### config.mk
export PLATFORM = sky130hd
export DESIGN_NAME = ipsa_top
export DESIGN_NICKNAME = d
export VERILOG_FILES = /design/src/ipsa_regs.v /design/src/ipsa_route.v /design/src/ipsa_top.v
export VERILOG_INCLUDE_DIRS = /design/src /design/src/pkg
export SDC_FILE = /design/constraint.sdc
export NUM_CORES = 1
export LEC_CHECK = 0
export CORE_MARGIN = 1.5
export CORE_UTILIZATION = 50
export DETAILED_ROUTE_END_ITERATION = 8
export DONT_BUFFER_PORTS = 1
export PLACE_DENSITY = 0.71
export SLEW_MARGIN = 15
export SYNTH_ARGS = -nofsm -noshare
export SYNTH_HDL_FRONTEND = slang
export SYNTH_SLANG_ARGS = --single-unit
### constraint.sdc
create_clock -name clk -period 4.5 [get_ports clk]
set_input_delay 0.9 -clock clk [delete_from_list [all_inputs] [get_ports clk]]
set_output_delay 0.9 -clock clk [all_outputs]
set_load 0.02 [all_outputs]
### src/pkg/ipsa_defs.vh
// Constants for the input pin signal assignment block
`ifndef IPSA_DEFS_VH
`define IPSA_DEFS_VH

// ************************************************************
// Register word indices
// ************************************************************
`define IPSA_REG_PIN3 4'h0
`define IPSA_REG_PIN5 4'h1
`define IPSA_REG_PIN6 4'h2
`define IPSA_REG_PIN7 4'h3
`define IPSA_REG_LIMIT 4'h4
`define IPSA_REG_CHG 4'h5
`define IPSA_REG_APPLY 4'h6
`define IPSA_REG_STATUS 4'h7
`define IPSA_REG_ACT_BASE 4'h8
`define IPSA_REG_ACT_LAST 4'hd

// ************************************************************
// Reset values of the selectors
// ************************************************************
`define IPSA_RST_PIN3 16'h0882
`define IPSA_RST_PIN5 16'h0995
`define IPSA_RST_PIN6 16'h0000
`define IPSA_RST_PIN7 16'h0000
`define IPSA_RST_LIMIT 16'h0403
`define IPSA_RST_CHG 16'h0000

// ************************************************************
// Field layout
// ************************************************************
`define IPSA_POS_CODE 3:0
`define IPSA_SPD_CODE 7:4
`define IPSA_FWD_PIN 7:0
`define IPSA_REV_PIN 15:8
`define IPSA_CHG_PIN 7:0
`define IPSA_APPLY_BIT 0

// ************************************************************
// Pin codes and fixed values
// ************************************************************
`define IPSA_PIN_NONE 8'h00
`define IPSA_PIN_CODE_BASE 8'h01
`define IPSA_PIN_IDX_6 2
`define IPSA_PIN_IDX_7 3
`define IPSA_FWD_HOME 8'h03
`define IPSA_REV_HOME 8'h04
`define IPSA_FUNC_NONE 4'h0
`define IPSA_LIMIT_IDLE 1'b1
`define IPSA_LEVEL_IDLE 1'b0

`endif

### src/ipsa_regs.v
// Programmed selector registers and read-back multiplexer
`timescale 1ns/1ps
`include "ipsa_defs.vh"

module ipsa_regs (
  clk,
  resetn,
  addr,
  wr_data,
  wr_en,
  rd_en,
  status,
  active_flat,
  prog_flat,
  apply_pulse,
  rd_data
);
  input wire clk;
  input wire resetn;
  input wire [3:0] addr;
  input wire [15:0] wr_data;
  input wire wr_en;
  input wire rd_en;
  input wire [15:0] status;
  input wire [95:0] active_flat;
  output wire [95:0] prog_flat;
  output reg apply_pulse;
  output reg [15:0] rd_data;

  reg [15:0] pin3_input_select_r;
  reg [15:0] pin5_input_select_r;
  reg [15:0] pin6_input_select_r;
  reg [15:0] pin7_input_select_r;
  reg [15:0] travel_limit_pin_select_r;
  reg [15:0] chg_pin_select_r;
  reg [15:0] rd_nxt;
  wire [3:0] act_idx;

  // ************************************************************
  // Register writes
  // ************************************************************
  // Programmed values only; the routing uses the latched copies
  always @(posedge clk or negedge resetn) begin
    if (!resetn) begin
      pin3_input_select_r <= `IPSA_RST_PIN3; // [RULE1]
      pin5_input_select_r <= `IPSA_RST_PIN5; // [RULE2]
      pin6_input_select_r <= `IPSA_RST_PIN6; // [RULE3]
      pin7_input_select_r <= `IPSA_RST_PIN7; // [RULE4]
      travel_limit_pin_select_r <= `IPSA_RST_LIMIT; // [RULE11]
      chg_pin_select_r <= `IPSA_RST_CHG;
      apply_pulse <= 1'b0;
    end else begin
      apply_pulse <= wr_en && (addr == `IPSA_REG_APPLY) &&
                     wr_data[`IPSA_APPLY_BIT]; // [RULE12]
      if (wr_en) begin
        case (addr)
          `IPSA_REG_PIN3: pin3_input_select_r <= wr_data;
          `IPSA_REG_PIN5: pin5_input_select_r <= wr_data;
          `IPSA_REG_PIN6: pin6_input_select_r <= wr_data;
          `IPSA_REG_PIN7: pin7_input_select_r <= wr_data;
          `IPSA_REG_LIMIT: travel_limit_pin_select_r <= wr_data;
          `IPSA_REG_CHG: chg_pin_select_r <= wr_data;
          default: ;
        endcase
      end
    end
  end

  assign prog_flat = {chg_pin_select_r, travel_limit_pin_select_r,
                      pin7_input_select_r, pin6_input_select_r,
                      pin5_input_select_r, pin3_input_select_r};
  assign act_idx = addr - `IPSA_REG_ACT_BASE;

  // ************************************************************
  // Read multiplexer, data one cycle after the strobe
  // ************************************************************
  always @* begin
    rd_nxt = 16'h0000;
    if (addr <= `IPSA_REG_CHG)
      rd_nxt = prog_flat[addr*16 +: 16];
    else if (addr == `IPSA_REG_STATUS)
      rd_nxt = status;
    else if (addr >= `IPSA_REG_ACT_BASE && addr <= `IPSA_REG_ACT_LAST)
      rd_nxt = active_flat[act_idx*16 +: 16];
  end

  always @(posedge clk or negedge resetn) begin
    if (!resetn)
      rd_data <= 16'h0000;
    else if (rd_en)
      rd_data <= rd_nxt;
    else
      rd_data <= 16'h0000;
  end
endmodule

### src/ipsa_route.v
// Per-pin claim resolution between selector, limits and mode change
`timescale 1ns/1ps
`include "ipsa_defs.vh"

module ipsa_route #(
  parameter PIN_IDX = 0
) (
  sel,
  fwd_pin,
  rev_pin,
  chg_pin,
  speed_mode,
  func_code,
  fwd_take,
  rev_take,
  chg_take,
  sel_ignored
);
  input wire [15:0] sel;
  input wire [7:0] fwd_pin;
  input wire [7:0] rev_pin;
  input wire [7:0] chg_pin;
  input wire speed_mode;
  output wire [3:0] func_code;
  output wire fwd_take;
  output wire rev_take;
  output wire chg_take;
  output wire sel_ignored;

  localparam [7:0] MY_CODE = `IPSA_PIN_CODE_BASE + PIN_IDX[7:0];
  wire fwd_here;
  wire rev_here;
  wire fwd_yield;
  wire rev_yield;
  wire [3:0] mode_code;

  // ************************************************************
  // Claim decode
  // ************************************************************
  assign fwd_here = (fwd_pin == MY_CODE);
  // Reverse limit is dropped when it shares a pin with forward
  assign rev_here = (rev_pin == MY_CODE) && (rev_pin != fwd_pin); // [RULE10]
  // Limits parked on their home pins leave the selector in charge
  assign fwd_yield = (PIN_IDX == `IPSA_PIN_IDX_6) &&
                     (fwd_pin == `IPSA_FWD_HOME); // [RULE8]
  assign rev_yield = (PIN_IDX == `IPSA_PIN_IDX_7) &&
                     (rev_pin == `IPSA_REV_HOME); // [RULE9]
  assign fwd_take = fwd_here && !fwd_yield; // [RULE7]
  assign rev_take = rev_here && !rev_yield; // [RULE7]
  // Limit placement outranks the mode change assignment
  assign chg_take = (chg_pin == MY_CODE) && !fwd_take && !rev_take;
  assign sel_ignored = chg_take || fwd_take || rev_take; // [RULE5] [RULE6]
  assign mode_code = speed_mode ? sel[`IPSA_SPD_CODE] : sel[`IPSA_POS_CODE];
  assign func_code = sel_ignored ? `IPSA_FUNC_NONE : mode_code;
endmodule

### src/ipsa_top.v
// Input pin signal assignment: connector pin to logical function router
//
// Contract
// (RULE1) Pin 3 has a function selector whose reset value is 0882.
// (RULE2) Pin 5 has a function selector whose reset value is 0995.
// (RULE3) Pin 6 has a function selector whose reset value is 0000.
// (RULE4) Pin 7 has a function selector whose reset value is 0000.
// (RULE5) A pin selector is ignored when the mode change input sits there.
// (RULE6) A pin selector is ignored when a travel limit is placed there.
// (RULE7) Limit placement wins over the pin and mode change selectors.
// (RULE8) Forward limit at home pin 6 lets the pin 6 selector win.
// (RULE9) Reverse limit at home pin 7 lets the pin 7 selector win.
// (RULE10) Both limits on one pin keep forward and disable reverse.
// (RULE11) Limit selector: low field forward pin, next reverse, reset 0403.
// (RULE12) Selectors are latched at start-up and on restart only.
`timescale 1ns/1ps
`include "ipsa_defs.vh"

module ipsa_top #(
  parameter NUM_PINS = 4,
  parameter NUM_FUNCS = 16
) (
  clk,
  resetn,
  reg_addr,
  reg_wr_data,
  reg_wr_en,
  reg_rd_en,
  reg_rd_data,
  pin_level,
  speed_mode,
  func_active,
  forward_travel_limit,
  reverse_travel_limit,
  control_change_input
);
  input wire clk;
  input wire resetn;
  input wire [3:0] reg_addr;
  input wire [15:0] reg_wr_data;
  input wire reg_wr_en;
  input wire reg_rd_en;
  output wire [15:0] reg_rd_data;
  input wire [NUM_PINS-1:0] pin_level;
  input wire speed_mode;
  output reg [NUM_FUNCS-1:0] func_active;
  output reg forward_travel_limit;
  output reg reverse_travel_limit;
  output reg control_change_input;

  // Start-up latch sequencer states
  localparam [1:0] ST_LOAD = 2'b01;
  localparam [1:0] ST_RUN = 2'b10;

  reg [1:0] state_r;
  reg [1:0] state_nxt;
  reg [95:0] active_r;
  reg [NUM_PINS-1:0] pin_r;
  reg [NUM_FUNCS-1:0] func_nxt;
  reg fwd_nxt;
  reg rev_nxt;
  reg chg_nxt;
  wire [95:0] prog_flat;
  wire apply_pulse;
  wire [15:0] status;
  wire [15:0] limit_sel;
  wire [15:0] chg_sel;
  wire [7:0] fwd_pin;
  wire [7:0] rev_pin;
  wire [7:0] chg_pin;
  wire [4*NUM_PINS-1:0] func_code;
  wire [NUM_PINS-1:0] fwd_take;
  wire [NUM_PINS-1:0] rev_take;
  wire [NUM_PINS-1:0] chg_take;
  wire [NUM_PINS-1:0] sel_ignored;
  wire rev_disabled;
  integer i;

  // ************************************************************
  // Register file
  // ************************************************************
  ipsa_regs u_regs (
    .clk(clk),
    .resetn(resetn),
    .addr(reg_addr),
    .wr_data(reg_wr_data),
    .wr_en(reg_wr_en),
    .rd_en(reg_rd_en),
    .status(status),
    .active_flat(active_r),
    .prog_flat(prog_flat),
    .apply_pulse(apply_pulse),
    .rd_data(reg_rd_data)
  );

  // ************************************************************
  // Start-up latch of the selectors
  // ************************************************************
  // Load once after reset release, then only on a restart request
  always @* begin
    case (state_r)
      ST_LOAD: state_nxt = ST_RUN;
      ST_RUN: state_nxt = apply_pulse ? ST_LOAD : ST_RUN;
      default: state_nxt = ST_LOAD;
    endcase
  end

  always @(posedge clk or negedge resetn) begin
    if (!resetn)
      state_r <= ST_LOAD;
    else
      state_r <= state_nxt;
  end

  // Working copies used by the router
  always @(posedge clk or negedge resetn) begin
    if (!resetn) begin
      active_r <= {`IPSA_RST_CHG, `IPSA_RST_LIMIT, `IPSA_RST_PIN7,
                   `IPSA_RST_PIN6, `IPSA_RST_PIN5, `IPSA_RST_PIN3};
    end else if (state_r == ST_LOAD) begin
      active_r <= prog_flat; // [RULE12]
    end
  end

  // Selected fields of the latched limit and mode change selectors
  assign limit_sel = active_r[`IPSA_REG_LIMIT*16 +: 16];
  assign chg_sel = active_r[`IPSA_REG_CHG*16 +: 16];
  assign fwd_pin = limit_sel[`IPSA_FWD_PIN]; // [RULE11]
  assign rev_pin = limit_sel[`IPSA_REV_PIN]; // [RULE11]
  assign chg_pin = chg_sel[`IPSA_CHG_PIN];
  assign rev_disabled = (rev_pin == fwd_pin) &&
                        (rev_pin != `IPSA_PIN_NONE); // [RULE10]

  // ************************************************************
  // Per-pin resolution
  // ************************************************************
  genvar p;
  generate
    for (p = 0; p < NUM_PINS; p = p + 1) begin : g_pin
      ipsa_route #(
        .PIN_IDX(p)
      ) u_route (
        .sel(active_r[p*16 +: 16]),
        .fwd_pin(fwd_pin),
        .rev_pin(rev_pin),
        .chg_pin(chg_pin),
        .speed_mode(speed_mode),
        .func_code(func_code[p*4 +: 4]),
        .fwd_take(fwd_take[p]),
        .rev_take(rev_take[p]),
        .chg_take(chg_take[p]),
        .sel_ignored(sel_ignored[p])
      );
    end
  endgenerate

  // ************************************************************
  // Pin sampling
  // ************************************************************
  always @(posedge clk or negedge resetn) begin
    if (!resetn)
      pin_r <= {NUM_PINS{`IPSA_LEVEL_IDLE}};
    else
      pin_r <= pin_level;
  end

  // ************************************************************
  // Function and limit combination
  // ************************************************************
  // A pin drives the function its selector names unless claimed
  always @* begin
    func_nxt = {NUM_FUNCS{`IPSA_LEVEL_IDLE}};
    fwd_nxt = `IPSA_LIMIT_IDLE;
    rev_nxt = `IPSA_LIMIT_IDLE;
    chg_nxt = `IPSA_LEVEL_IDLE;
    for (i = 0; i < NUM_PINS; i = i + 1) begin
      if (func_code[i*4 +: 4] != `IPSA_FUNC_NONE)
        func_nxt[func_code[i*4 +: 4]] = func_nxt[func_code[i*4 +: 4]] |
                                        pin_r[i]; // [RULE5] [RULE6]
      if (fwd_take[i])
        fwd_nxt = pin_r[i]; // [RULE7]
      if (rev_take[i])
        rev_nxt = pin_r[i]; // [RULE10]
      if (chg_take[i])
        chg_nxt = pin_r[i];
    end
  end

  // Registered outputs
  always @(posedge clk or negedge resetn) begin
    if (!resetn) begin
      func_active <= {NUM_FUNCS{`IPSA_LEVEL_IDLE}};
      forward_travel_limit <= `IPSA_LIMIT_IDLE;
      reverse_travel_limit <= `IPSA_LIMIT_IDLE;
      control_change_input <= `IPSA_LEVEL_IDLE;
    end else begin
      func_active <= func_nxt;
      forward_travel_limit <= fwd_nxt;
      reverse_travel_limit <= rev_nxt;
      control_change_input <= chg_nxt;
    end
  end

  // ************************************************************
  // Status word
  // ************************************************************
  assign status = {4'h0, (state_r == ST_LOAD), rev_disabled,
                   |chg_take, |rev_take, |fwd_take, 3'h0,
                   sel_ignored};
endmodule

==> flow_results.org <==
** Synth
- Synth unique cells :: 78
- Share of synthesized flip-flops with an asynchronous set or reset :: 100%
- Total nets after synthesis :: 1129
- Count of synthesis-stage warnings from yosys :: 0
- Post-synth EDFFs :: 0
- Ranked by total cell area, the synthesized netlist is headed by dfrtp_1, mux2_2, mux4_2.
- After synthesis, the mean cell area works out to 11.6 um2.
- After synthesis, the largest family of logic cells by area is multiplexers.
- Top flip-flop cell by instance count after synthesis :: dfrtp_1
- The mapped netlist covers 12700 um2.
- Adder-cell share of the synthesized area :: 0.197%
- Most used standard cell by instance count after synthesis :: dfrtp_1
- Sequential elements use 46.4% of the synthesized area.
- Multiplexer fraction of the synthesized cell area :: 26.4%
- Post-synthesis cell type with the largest combined area :: dfrtp_1
- Top cell types by occurrence after synthesis :: dfrtp_1, mux2_2, nand2_1
- Fraction of synthesized cell area in xor and xnor cells :: 0.621%
- The synthesized netlist devotes 10.5% of its cell area to compound gates.
- In this run, synthesis produced a sequential element count of 234.
- Of the post-synthesis cell area, the dominant cell type holds 40.8%.
- After technology mapping, the gate count stands at 1098.
- Simple-gate share of the synthesized area :: 13.1%

** Die
- The die is 162 um tall.
- The die covers 26300 um2.
- The die is 162 um wide.
- Starting density of the core :: 50.7%
- I/O Pins :: 64
- The initialized floorplan defines 58 standard-cell rows.
- The region available for standard cell placement spans 25000 um2.

** Worst setup path
- The most numerous cell type found on the critical path is buf_4.
- Walking the worst path, the cells encountered are xor2_1 > nor4_4 > buf_4 > buf_4 > a211oi_4 > nor4_1 > a221oi_4 > o211ai_1 > nor4_2 > buf_4 > o41ai_1 > a311oi_1 > nand4_1 > a2111oi_4 > buf_6 > a31oi_1.
- In this run the number of cells on the critical path is 16.
- For the worst setup path, the data required time is 4.88 ns.
- Cell type of the slowest stage on the worst timing path :: dfstp_2
- The worst setup path is launched from a register.
- The setup check on the worst reg-to-reg path leaves a slack of 0.15 ns.
- The startpoint identified for the worst register-to-register timing path is active_r[74].
- Critical Path Fanout Max :: 13
- Family with the most delay on the worst path :: compound AO/OA/AOI/OAI gates
- At the worst endpoint, the arrival time is 4.73 ns.
- Number of buffer and inverter stages on the critical path :: 4
- Element type at the critical path end :: register
- The largest single stage delay on the critical path is 0.60 ns.
- The worst register-to-register path ends at func_active[11].
- The number of cells on the worst reg-to-reg path is 16.
- Worst Path Class, Setup :: reg2reg

** Cells and area
- In the final layout, the share of cells above drive strength 1 is 33.7%.
- Filler cell count in the final layout :: 2093
- The register with the most flip-flops in the layout has 96 of them.
- Area Growth Syn to Fin :: 11.9%
- At the end of the flow, the number of nets in the layout was 1149.
- Final core utilization :: 56.7%
- Biggest register :: active_r

** Run
- Max-capacitance violation count :: 0

** STA
- Based on the critical path, the design can be clocked at up to 230 MHz.
- Worst path setup slack after routing :: 0.151 ns
- Count of endpoints failing hold in the final timing report :: 0
- Measured against its own limit, the worst slew margin works out to 24.7%.
- Transition time of the tightest slew-check pin :: 1.13 ns
- The worst path in the final design needs a cycle of 4.35 ns, including I/O delays and setup.
- Final slew viol count :: 0
- Hold is met by 0.0623 ns.
- Part of the cycle the worst path needs :: 96.7%
- Setup violations remaining at the end of the flow were counted as 0.
- For the final routed database, the setup TNS stands at 0 ns.
- Setup skew after layout :: 0.0231 ns

** Global routing
- Grt total ovfl :: 0
- Maximum number of pins on one net before global-route repair :: 235
- In the global route stage, overall resource usage came out at 26.8%.
- The first global-routing pass estimated 53900 um of wire.
- Antenna violations before repair :: 1
- Number of global-route vias before repair :: 9032

** Pwr
- Power spent charging and discharging nets :: 3.21 mW
- Power spread over the standard cell area amounts to 628 nW/um2.
- Power Total :: 8.92 mW
- Sequential share of power :: 40.8%
- Design internal power :: 5.71 mW
- Proportion of power drawn by the clock network :: 23.5%
- Maximum VDD drop :: 0.372 mV
- Per report_power, the combinational group accounts for 35.7% of the total.
- Sw frac :: 36.0%
- Leakage power :: 5.89 nW

** Clock network
- In this run the number of H-tree levels came out at 1.
- The clock passes through at most 3 buffers.
- The clock reaches the later pin of the worst-skew pair after 0.55 ns.
- TritonCTS created 26 clock buffers.
- In this run, post-CTS hold repair placed 0 buffers.
- TritonCTS built the clock tree.
- Clock input transition at the sequential cells of the worst setup and hold paths :: 0.06 ns
- CTS sink cnt :: 234
- The tree is rooted in a clkbuf_16.

** Place
- The wire-length estimate of the detail-placed layout is 24200 um.
- Total of buffers placed on input and output ports :: 0
- Worst slack at placement :: -0.0969 ns
- The congestion estimate from routability-driven global placement came to 1.01.

** Drt
- For this run, design rule violations remaining after detail routing come to 0.
- The first TritonRoute pass finished after 5 iterations.
- The detail route stage leaves a number of antenna-violating nets equal to 0.
- Wirelength per Cell :: 24.1 um
- Total via count after detailed routing :: 9377
- Using the TritonRoute via totals, the vias-per-cell ratio works out to 6.38.
- Total Routed Length :: 35400 um
- DRC marker count from the first detailed-route iteration :: 863

** Status
- The run finished with clean final reports.

** Worst hold path
- The min-delay analysis places its worst path in the category in2async.
==> layout make-up <==
cell class	instances	area, um2	area share [%]
Clock buffer	37	712	5.01
Tap cell	330	413	2.91
Sequential cell	234	5890	41.5
Inverter	20	75.1	0.529
Timing Repair Buffer	53	402	2.83
Clock inverter	11	135	0.952
Antenna cell	1	2.50	0.0176
Multi-Input combinational cell	783	6570	46.3
==> per-stage QoR <==
stage | area, um2 | instances
2_1_floorplan | 12700 | 1098
3_3_place_gp | 13200 | 1409
3_5_place_dp | 13200 | 1409
4_1_cts | 14000 | 1457
5_1_grt | 14200 | 1468
6_report | 14200 | 1469
==> worst max path at each step <==
stage | start | end | slack (ns)
global placement | active_r[76] | func_active[11] | -0.03
floorplan | speed_mode | func_active[6] | 0.17
CTS | active_r[76] | func_active[11] | 0.05
global route | active_r[64] | func_active[6] | -0.01
finish | active_r[74] | func_active[11] | 0.15
detailed placement | active_r[76] | func_active[11] | -0.1
==> repair_timing <==
action                                  CTS  global route
endpoints found under the setup margin   13            13
gates resized for setup                   1            17
pin swaps                                 0             7
cloned                                    0             1
setup buffers                             0            10
==> logic make-up (layout without fill, tap and decap cells) <==
kind of cell,after synthesis,in the layout
AND/OR/NAND/NOR,306,306
adder cells (fa/ha/maj),2,2
XOR/XNOR,9,9
other,1,2
multiplexers,263,263
AO/OA/AOI/OAI,201,202
flip-flops,234,234
buffers and inverters,82,121
==> worst reg2reg max path, delay by kind of cell (launching register included) <==
kind	cells	cell delay, ns
DFF	1	0.60
and+or+nand+nor	4	0.79
buffers and inverters	4	0.69
xor gates and xnor gates	1	0.28
AOI/OAI and AO/OA	7	1.84
==> power groups by stage <==
stage,Sequential (mW),Combinational [mW],Clock [mW]
final,3.64,3.19,2.10
after global routing,3.74,3.41,2.23
after CTS,3.61,3.07,2.15
after detailed placement,3.64,3.04,0
after global placement,3.60,3.00,0
after floorplan,3.38,2.38,0
==> layout by cell type, fill, tap and decap left out, types with 10 or more instances in the layout <==
cell type,Yosys,routed
a21oi_1,41,41
a31oi_1,16,16
and2_1,13,13
buf_4,1,52
clkbuf_16,0,26
dfrtp_1,207,207
dfstp_2,27,27
inv_1,19,19
mux2_2,187,187
mux2i_1,37,37
mux4_2,39,39
nand2_1,82,81
nand2b_1,16,16
nand3_1,22,22
nor2_1,64,64
nor3_1,19,19
nor3b_1,19,18
nor4_1,13,12
o211ai_1,10,10
o21ai_0,59,59
==> metal layers <==
layer	share of wire, %	global-route usage [%]
met1	43	38.4
met5	0	0
met2	47	43.0
met3	7.1	3.58
met4	2.5	7.59
Note: power is estimated with default switching activity, not from simulation.
